$ cat src/rtl/itas_pkg.sv
package itas_pkg;

  // Fixed secondary-port addresses, 7-bit form
  localparam logic [6:0] ADDR_SEC_ONE = 7'h38;
  localparam logic [6:0] ADDR_SEC_TWO = 7'h3F;

  // Primary-port address: upper four bits fixed, bit 2 selects the context, low two from strap band
  localparam logic [3:0] ADDR_PRI_UPPER = 4'h4;
  localparam int ADDR_CODE_W = 3;
  localparam logic CODE_SEL_ONE = 1'b0;
  localparam logic CODE_SEL_TWO = 1'b1;

  // Address byte layout: direction in bit 0, address above it
  localparam int ADDR_RW_BIT = 0;
  localparam int ADDR_LSB = 1;
  localparam int ADDR_MSB = 7;

  // Bits per byte on the wire
  localparam logic [3:0] BYTE_BITS = 4'h8;

  // Strap ADC defaults and band upper limits in thousandths of full scale
  localparam int ADC_W_DEF = 10;
  localparam int PERMILLE = 1000;
  localparam int BAND0_MAX_PM = 180;
  localparam int BAND1_MAX_PM = 380;
  localparam int BAND2_MAX_PM = 580;

  // Events and interrupt defaults
  localparam int EV_W_DEF = 8;

endpackage

$ cat src/rtl/itas_addr_if.sv
`timescale 1ns/10ps
`default_nettype none

interface itas_addr_if;
  logic [6:0] addr_one;
  logic [6:0] addr_two;
  logic ready;

  modport src (
    output addr_one,
    output addr_two,
    output ready
  );

  modport dst (
    input addr_one,
    input addr_two,
    input ready
  );
endinterface

`default_nettype wire

$ cat src/rtl/itas_addr_select.sv
`timescale 1ns/10ps
`default_nettype none

module itas_addr_select #(
  parameter int ADC_W = itas_pkg::ADC_W_DEF,
  parameter bit USE_STRAP = 1'b1
) (
  input wire logic ref_clk,
  input wire logic reset,
  input wire logic strap_valid,
  input wire logic [ADC_W-1:0] address_strap_input,
  input wire logic [6:0] fw_mask_one,
  input wire logic [6:0] fw_value_one,
  input wire logic [6:0] fw_mask_two,
  input wire logic [6:0] fw_value_two,
  itas_addr_if.src aif
);

  localparam int FULL = (1 << ADC_W) - 1;
  localparam logic [ADC_W-1:0] TH0 =
    ADC_W'(itas_pkg::BAND0_MAX_PM * FULL / itas_pkg::PERMILLE);
  localparam logic [ADC_W-1:0] TH1 =
    ADC_W'(itas_pkg::BAND1_MAX_PM * FULL / itas_pkg::PERMILLE);
  localparam logic [ADC_W-1:0] TH2 =
    ADC_W'(itas_pkg::BAND2_MAX_PM * FULL / itas_pkg::PERMILLE);

  // Classify a strap reading into one of four bands
  function automatic logic [1:0] band_of(input logic [ADC_W-1:0] v);
    if (v <= TH0) begin
      band_of = 2'h0;
    end else if (v <= TH1) begin
      band_of = 2'h1;
    end else if (v <= TH2) begin
      band_of = 2'h2;
    end else begin
      band_of = 2'h3;
    end
  endfunction

  // Masked bits take the firmware value, others keep the default
  function automatic logic [6:0] apply_fw(input logic [6:0] dflt,
                                          input logic [6:0] mask,
                                          input logic [6:0] value);
    apply_fw = (dflt & ~mask) | (value & mask);
  endfunction

  logic [1:0] band_q, band_d;
  logic ready_q, ready_d;
  logic [6:0] dflt_one, dflt_two;

  // Latch the band once, then declare the addresses ready
  always_comb begin
    band_d = band_q;
    ready_d = ready_q;
    if (!ready_q) begin
      if (!USE_STRAP) begin
        ready_d = 1'b1;
      end else if (strap_valid) begin
        band_d = band_of(address_strap_input);
        ready_d = 1'b1;
      end
    end
  end

  always_ff @(posedge ref_clk) begin
    if (reset) begin
      band_q <= 2'h0;
      ready_q <= 1'b0;
    end else begin
      band_q <= band_d;
      ready_q <= ready_d;
    end
  end

  // Default addresses per USB-C port context
  always_comb begin
    if (USE_STRAP) begin
      dflt_one = {itas_pkg::ADDR_PRI_UPPER, itas_pkg::CODE_SEL_ONE, band_q};
      dflt_two = {itas_pkg::ADDR_PRI_UPPER, itas_pkg::CODE_SEL_TWO, band_q};
    end else begin
      dflt_one = itas_pkg::ADDR_SEC_ONE;
      dflt_two = itas_pkg::ADDR_SEC_TWO;
    end
  end

  // Firmware-owned final addresses
  assign aif.addr_one = apply_fw(dflt_one, fw_mask_one, fw_value_one);
  assign aif.addr_two = apply_fw(dflt_two, fw_mask_two, fw_value_two);
  assign aif.ready = ready_q;

endmodule

`default_nettype wire

$ cat src/rtl/itas_target.sv
// Functional notes
// - Secondary port defaults to 0111000 and 0111111
// - Upper seven bits address; bit 0 direction
// - Firmware masks and replaces each address bit
// - Matching uses firmware-writable addresses
// - Matched address steers to its port context
// - Sub-address byte selects register or command
// - Strap band sets primary address bits 1:0
// - Strap reading classified into four bands
// - Strap band latched before the port responds
// - Device stretches clock while awaiting read data
// - Per-port mask selects interrupting events
// - Works at standard and fast mode rates
`timescale 1ns/10ps
`default_nettype none

module itas_target #(
  parameter int ADC_W = itas_pkg::ADC_W_DEF,
  parameter bit USE_STRAP = 1'b1,
  parameter int EV_W = itas_pkg::EV_W_DEF
) (
  input wire logic ref_clk,
  input wire logic reset,
  input wire logic scl_in,
  output logic scl_out,
  output logic scl_oe,
  input wire logic sda_in,
  output logic sda_out,
  output logic sda_oe,
  input wire logic strap_valid,
  input wire logic [ADC_W-1:0] address_strap_input,
  input wire logic [6:0] fw_mask_one,
  input wire logic [6:0] fw_value_one,
  input wire logic [6:0] fw_mask_two,
  input wire logic [6:0] fw_value_two,
  output logic port_enabled,
  output logic wr_valid,
  output logic wr_ctx,
  output logic [7:0] wr_sub,
  output logic [7:0] wr_data,
  output logic rd_req,
  output logic rd_ctx,
  output logic [7:0] rd_sub,
  input wire logic rd_valid,
  input wire logic [7:0] rd_data,
  input wire logic [EV_W-1:0] irq_event,
  input wire logic [EV_W-1:0] irq_mask,
  output logic port_irq_n
);

  typedef enum logic [3:0] {
    ST_IDLE, ST_ADDR, ST_ADDR_ACK, ST_SUB, ST_RX_ACK, ST_WDATA,
    ST_RWAIT, ST_RDATA, ST_RMACK, ST_IGNORE
  } itas_state_t;

  itas_addr_if aif ();

  itas_addr_select #(
    .ADC_W(ADC_W),
    .USE_STRAP(USE_STRAP)
  ) u_addr (
    .ref_clk(ref_clk),
    .reset(reset),
    .strap_valid(strap_valid),
    .address_strap_input(address_strap_input),
    .fw_mask_one(fw_mask_one),
    .fw_value_one(fw_value_one),
    .fw_mask_two(fw_mask_two),
    .fw_value_two(fw_value_two),
    .aif(aif)
  );

  // Two-stage synchronisers plus a delayed copy for edge detection
  logic scl_s1_q, scl_s2_q, scl_s3_q;
  logic sda_s1_q, sda_s2_q, sda_s3_q;

  always_ff @(posedge ref_clk) begin
    if (reset) begin
      scl_s1_q <= 1'b1;
      scl_s2_q <= 1'b1;
      scl_s3_q <= 1'b1;
      sda_s1_q <= 1'b1;
      sda_s2_q <= 1'b1;
      sda_s3_q <= 1'b1;
    end else begin
      scl_s1_q <= scl_in;
      scl_s2_q <= scl_s1_q;
      scl_s3_q <= scl_s2_q;
      sda_s1_q <= sda_in;
      sda_s2_q <= sda_s1_q;
      sda_s3_q <= sda_s2_q;
    end
  end

  // Bus events; 10 ns sampling covers standard and fast mode
  logic scl_rise, scl_fall, bus_start, bus_stop;
  assign scl_rise = scl_s2_q & ~scl_s3_q;
  assign scl_fall = ~scl_s2_q & scl_s3_q;
  assign bus_start = scl_s2_q & scl_s3_q & ~sda_s2_q & sda_s3_q;
  assign bus_stop = scl_s2_q & scl_s3_q & sda_s2_q & ~sda_s3_q;

  itas_state_t state_q, state_d;
  logic [3:0] cnt_q, cnt_d;
  logic [7:0] sh_q, sh_d;
  logic [7:0] sub_q, sub_d;
  logic [7:0] wdat_q, wdat_d;
  logic ctx_q, ctx_d;
  logic rw_q, rw_d;
  logic mack_q, mack_d;
  logic sda_oe_q, sda_oe_d;
  logic scl_oe_q, scl_oe_d;
  logic wr_valid_q, wr_valid_d;
  logic rd_req_q, rd_req_d;
  logic [6:0] rx_addr;

  assign rx_addr = sh_q[itas_pkg::ADDR_MSB:itas_pkg::ADDR_LSB];

  // Target protocol engine
  always_comb begin
    state_d = state_q;
    cnt_d = cnt_q;
    sh_d = sh_q;
    sub_d = sub_q;
    wdat_d = wdat_q;
    ctx_d = ctx_q;
    rw_d = rw_q;
    mack_d = mack_q;
    sda_oe_d = sda_oe_q;
    scl_oe_d = scl_oe_q;
    wr_valid_d = 1'b0;
    rd_req_d = 1'b0;
    if (!aif.ready) begin
      state_d = ST_IDLE;
      sda_oe_d = 1'b0;
      scl_oe_d = 1'b0;
    end else if (bus_start) begin
      state_d = ST_ADDR;
      cnt_d = 4'h0;
      sda_oe_d = 1'b0;
      scl_oe_d = 1'b0;
    end else if (bus_stop) begin
      state_d = ST_IDLE;
      sda_oe_d = 1'b0;
      scl_oe_d = 1'b0;
    end else begin
      unique case (state_q)
        ST_IDLE, ST_IGNORE: begin
        end
        ST_ADDR, ST_SUB, ST_WDATA: begin
          if (scl_rise) begin
            sh_d = {sh_q[6:0], sda_s2_q};
            cnt_d = cnt_q + 4'h1;
          end else if (scl_fall && cnt_q == itas_pkg::BYTE_BITS) begin
            cnt_d = 4'h0;
            if (state_q == ST_ADDR) begin
              if (rx_addr == aif.addr_one || rx_addr == aif.addr_two) begin
                ctx_d = (rx_addr != aif.addr_one);
                rw_d = sh_q[itas_pkg::ADDR_RW_BIT];
                sda_oe_d = 1'b1;
                state_d = ST_ADDR_ACK;
              end else begin
                state_d = ST_IGNORE;
              end
            end else if (state_q == ST_SUB) begin
              sub_d = sh_q;
              sda_oe_d = 1'b1;
              state_d = ST_RX_ACK;
            end else begin
              wdat_d = sh_q;
              wr_valid_d = 1'b1;
              sda_oe_d = 1'b1;
              state_d = ST_RX_ACK;
            end
          end
        end
        ST_ADDR_ACK: begin
          if (scl_fall) begin
            sda_oe_d = 1'b0;
            if (rw_q) begin
              rd_req_d = 1'b1;
              scl_oe_d = 1'b1;
              state_d = ST_RWAIT;
            end else begin
              state_d = ST_SUB;
            end
          end
        end
        ST_RX_ACK: begin
          if (scl_fall) begin
            sda_oe_d = 1'b0;
            state_d = ST_WDATA;
          end
        end
        ST_RWAIT: begin
          if (rd_valid) begin
            sh_d = rd_data;
            sda_oe_d = ~rd_data[7];
            scl_oe_d = 1'b0;
            cnt_d = 4'h0;
            state_d = ST_RDATA;
          end
        end
        ST_RDATA: begin
          if (scl_rise) begin
            cnt_d = cnt_q + 4'h1;
          end else if (scl_fall) begin
            if (cnt_q == itas_pkg::BYTE_BITS) begin
              sda_oe_d = 1'b0;
              state_d = ST_RMACK;
            end else begin
              sh_d = {sh_q[6:0], 1'b0};
              sda_oe_d = ~sh_q[6];
            end
          end
        end
        ST_RMACK: begin
          if (scl_rise) begin
            mack_d = ~sda_s2_q;
          end else if (scl_fall) begin
            if (mack_q) begin
              rd_req_d = 1'b1;
              scl_oe_d = 1'b1;
              state_d = ST_RWAIT;
            end else begin
              state_d = ST_IGNORE;
            end
          end
        end
      endcase
    end
  end

  always_ff @(posedge ref_clk) begin
    if (reset) begin
      state_q <= ST_IDLE;
      cnt_q <= 4'h0;
      sh_q <= 8'h00;
      sub_q <= 8'h00;
      wdat_q <= 8'h00;
      ctx_q <= 1'b0;
      rw_q <= 1'b0;
      mack_q <= 1'b0;
      sda_oe_q <= 1'b0;
      scl_oe_q <= 1'b0;
      wr_valid_q <= 1'b0;
      rd_req_q <= 1'b0;
    end else begin
      state_q <= state_d;
      cnt_q <= cnt_d;
      sh_q <= sh_d;
      sub_q <= sub_d;
      wdat_q <= wdat_d;
      ctx_q <= ctx_d;
      rw_q <= rw_d;
      mack_q <= mack_d;
      sda_oe_q <= sda_oe_d;
      scl_oe_q <= scl_oe_d;
      wr_valid_q <= wr_valid_d;
      rd_req_q <= rd_req_d;
    end
  end

  // Port interrupt and enable status
  logic irq_n_q, irq_n_d, en_q, en_d;

  always_comb begin
    irq_n_d = ~|(irq_event & irq_mask);
    en_d = aif.ready;
  end

  always_ff @(posedge ref_clk) begin
    if (reset) begin
      irq_n_q <= 1'b1;
      en_q <= 1'b0;
    end else begin
      irq_n_q <= irq_n_d;
      en_q <= en_d;
    end
  end

  // Open-drain pins only ever pull low
  assign scl_out = 1'b0;
  assign sda_out = 1'b0;
  assign scl_oe = scl_oe_q;
  assign sda_oe = sda_oe_q;
  assign port_enabled = en_q;
  assign wr_valid = wr_valid_q;
  assign wr_ctx = ctx_q;
  assign wr_sub = sub_q;
  assign wr_data = wdat_q;
  assign rd_req = rd_req_q;
  assign rd_ctx = ctx_q;
  assign rd_sub = sub_q;
  assign port_irq_n = irq_n_q;

endmodule

`default_nettype wire

$ cat config.mk
export PLATFORM = sky130hd
export DESIGN_NAME = itas_target
export DESIGN_NICKNAME = d
export VERILOG_FILES = /design/src/rtl/itas_pkg.sv /design/src/rtl/itas_addr_if.sv /design/src/rtl/itas_addr_select.sv /design/src/rtl/itas_target.sv
export SDC_FILE = /design/constraint.sdc
export NUM_CORES = 1
export LEC_CHECK = 0
export ABC_AREA = 1
export BUFFER_PORTS_ARGS = -buffer_cell sky130_fd_sc_hd__buf_2
export CAP_MARGIN = 25
export CORE_MARGIN = 2
export CORE_UTILIZATION = 39
export CTS_BUF_LIST = sky130_fd_sc_hd__clkbuf_16
export DETAILED_ROUTE_END_ITERATION = 7
export PLACE_DENSITY_LB_ADDON = 0.3
export SLEW_MARGIN = 0
export SYNTH_ARGS = -nofsm -noshare
export SYNTH_HDL_FRONTEND = slang
export SYNTH_SLANG_ARGS = --single-unit
$ cat constraint.sdc
create_clock -name ref_clk -period 1.5 [get_ports ref_clk]
set_input_delay 0 -clock ref_clk [delete_from_list [all_inputs] [get_ports ref_clk]]
set_output_delay 0 -clock ref_clk [all_outputs]
set_load 0.05 [all_outputs]
==> impl_summary.txt <==
----------------------------------------------------
[Yosys]
  Fraction of registers with async set/reset ... 0
  Leading register cell type out of synthesis ... sky130_fd_sc_hd__dfxtp_1
  Post-synthesis sequential area ratio ... 0.339
  Cell type with the largest total area after synthesis ... sky130_fd_sc_hd__dfxtp_1
  Avg Inst Size Synth ... 6.54 µm²
  Largest cells by area after synthesis ... sky130_fd_sc_hd__dfxtp_1 (34%), sky130_fd_sc_hd__nand2_1 (15%), sky130_fd_sc_hd__inv_1 (6.7%)
  Area share of the largest cell type after synthesis ... 0.339
  Cells after synthesis ... 452
  Synthesis-stage register bit count ... 50
  Synthesized cell area ... 2960 µm²
  EDFF count, synth ... 0
  Yosys warning total ... 0
  Count of distinct cell types in the synthesized netlist ... 39

[Worst hold path]
  Worst hold path class ... input port to flop
  Hold Path Origin ... irq_mask[6]
  End point of the worst hold path ... port_irq_n
  WHS Path Cells ... 3

[Setup path]
  Crit-path cells ... inv_2 -> ha_4 -> nand3_4 -> nor2_4 -> nand3_4 -> nor3_4 -> buf_12 -> nor2_2 -> a211oi_2
  Critical path class ... flop to flop
  Critical Path Start Type ... flop
  Max FO, Critical Path ... 8
  Most common cell type on the critical path ... sky130_fd_sc_hd__nand3_4
  Critical path buffer and inverter count ... 2
  Cell type of the slowest stage on the worst timing path ... sky130_fd_sc_hd__dfxtp_2
  Number of cell instances on the worst register-to-register path ... 9
  Critical Path RT ... 1.72 ns
  Crit. End Element ... flop
  Endpoint of the lowest-slack register-to-register path ... rd_sub[1]
  R2R Path Start ... cnt_q[0]
  Register-to-Register Setup Slack ... -0.12 ns
  Critical path's largest stage delay ... 0.33 ns
  CP delay by family, top ... simple AND/OR/NAND/NOR gates
  Critical Path AT ... 1.84 ns

[CTS]
  Number of clock sinks ... 50
  Master cell of the clock root buffer ... sky130_fd_sc_hd__clkbuf_16
  Max Buffers Root-to-Sink ... 2
  Total number of H-tree levels ... 2
  Clock insertion delay at the later pin of the skew report ... 0.29 ns
  CTS buffer count ... 5
  CTS clock-pin slew for the worst setup and hold paths ... 0.07 ns
  TritonCTS clock tree ... done

[Timing]
  Final worst setup slack ... -0.118 ns
  Worst slew margin relative to its limit ... 0.568
  Share of the clock period used by the worst path ... 1.08
  Highest attainable clock frequency ... 618 MHz
  Final setup violation count ... 24
  RSZ-0062 raised after global routing ... yes
  Worst Max-Slew Pin Slew ... 0.648 ns
  Number of hold violations in the final report ... 0
  Final setup skew ... 0.00527 ns
  Count of pins over their slew limit ... 0
  Tmin final ... 1.62 ns

[Die]
  Chip Height ... 91.1 µm
  Floorplan row count ... 31
  Die X ... 91.1 µm
  Total core area ... 7290 µm²
  Top-level port count ... 102
  Initial Util ... 0.405
  Die footprint ... 8290 µm²

[Place]
  Port bufs ... 99
  Dpl cells ... 702
  HPWL after DPL ... 6920 µm
  Last weighted congestion value of the routability-driven placer ... 0.923
  Placed cell areas ... 4050 µm²

[Layout]
  Number of antenna diodes ... 0
  Non-filler cells in the finished layout ... 728
  Most frequent cells in the layout ... sky130_fd_sc_hd__buf_2 (99), sky130_fd_sc_hd__nand2_1 (97), sky130_fd_sc_hd__buf_4 (66)
  Final layout net count ... 698
  Layout cells sized above 1 ... 0.488
  Synth-to-layout area growth ... 62.0%
  Most common cell after layout, fill and taps aside ... sky130_fd_sc_hd__buf_2
  Area of all placed cells without fillers ... 4790 µm²

[Outcome]
  Outcome ... finished with violations
  Violations in the final reports ... setup timing

[GRT]
  Pin count of the biggest net entering global routing ... 21
  GRT overflow ... 0
  Antenna violations before repair ... 0
  First-pass GRT wire length ... 15000 µm
  Via count of the first global-routing pass ... 3319
  Global router's overall resource usage ... 0.219

[Power]
  Leakage power ... 2.30 nW
  Total power draw ... 0.00360 W
  Power per cell area ... 752 nW/µm²
  IR drop worst, VDD ... 0.499 mV

[Flow run]
  MaxCap Viol Count ... 0

[Routing]
  Number of detailed-routing iterations run before antenna repair ... 4
  Post-detailed-routing wire length ... 9740 µm
  Number of violations reported at the end of detailed-routing iteration 0 ... 185
  Vias per std cell ... 5.03
  Vias after detailed routing ... 3664
  Number of nets with antenna violations after routing ... 0
  Routed length per placed instance ... 13.4 µm
  Number of DRC violations after detailed routing ... 0

----------------------------------------------------
## metal layers
layer  vias to the layer above  global-route usage  wire (µm)
li1                       1821                   -          -
met1                      1677               0.264       4000
met2                       153               0.412       5010
met3                        13              0.0349        634
met4                         0              0.0391         95
met5                         -                   0          0
## worst max path at each step
stage	start	end	slack [ns]	cells after the start
floorplan	cnt_q[1]	rd_sub[6]	-0.03	9
global placement	state_q[3]	state_q[1]	-0.20	11
detailed placement	state_q[3]	state_q[3]	-0.20	12
CTS	cnt_q[0]	rd_sub[5]	-0.07	9
global route	cnt_q[0]	rd_sub[5]	-0.20	9
finish	cnt_q[0]	rd_sub[1]	-0.12	9
## state kept, by name (all words and copies together) (netlist names), 2 cells and up
name / flops
cnt_q: 4
rd_sub: 8
state_q: 4
u_addr.band_q: 2
wr_data: 8
sh_q: 8
## synthesized netlist by cell type, drive strengths merged, types with 3 or more instances
cell    instances
nand2         124
inv            59
dfxtp          50
nor2           47
nand3          34
a21oi          32
o21ai          31
buf            17
nor3           13
o21a            9
a211oi          8
nand4           6
or2             4
a22o            3
## worst min-delay path, delay by kind of cell
| kind | cells | cell delay (ns) |
|---|---|---|
| compound gates | 2 | 0.17 |
| buf+inv | 1 | 0.08 |
## report_power, final
part	internal (W)	switching, W	leakage (nW)	total, W
clock network	0.000799	0.000538	0.0819	0.00134
registers	0.00136	0.0000365	0.409	0.00140
logic	0.000383	0.000482	1.81	0.000865
total	0.00254	0.00106	2.30	0.00360
## through the flow
stage / hold slack (ns) / TNS, ns / util / setup slack, ns
floorplan: 0.104 / -0.0355 / - / -0.0300
global placement: 0.185 / -2.01 / 0.555 / -0.196
detailed placement: 0.190 / -2.66 / 0.555 / -0.197
CTS: 0.0106 / -0.884 / 0.617 / -0.0724
global route: 0.0272 / -4.00 / 0.657 / -0.201
finish: 0.00542 / -1.53 / 0.657 / -0.118
## timing repair
| item | in CTS | in global routing |
|---|---|---|
| gates cloned | 3 | 0 |
| endpoints found under the setup margin | 36 | 37 |
| pin swaps | 12 | 23 |
| endpoints found under the hold margin | 5 | 0 |
| hold buffers | 8 | 0 |
| setup buffers | 4 | 5 |
| gates resized for setup | 44 | 93 |
## layout make-up
cell class	count	area (µm²)
Multi-Input combinational cell	325	1990
Timing Repair Buffer	185	1230
Timing Repair inverter	1	7.51
Fill cell	632	2500
Inverter	60	248
Clock buffer	5	125
Tap cell	99	124
Clock inverter	3	48.8
Sequential cell	50	1020
## kinds of logic after synthesis
family / Yosys count / share of synthesized area
AO/OA/AOI/OAI: 88 / 0.175
XOR/XNOR: 2 / 0.00593
AND/OR/NAND/NOR: 230 / 0.347
flip-flops: 50 / 0.339
buffers and inverters: 79 / 0.123
adder cells (fa/ha/maj): 2 / 0.00846
other: 1 / 0.00127
Note: power is estimated with default switching activity, not from simulation.
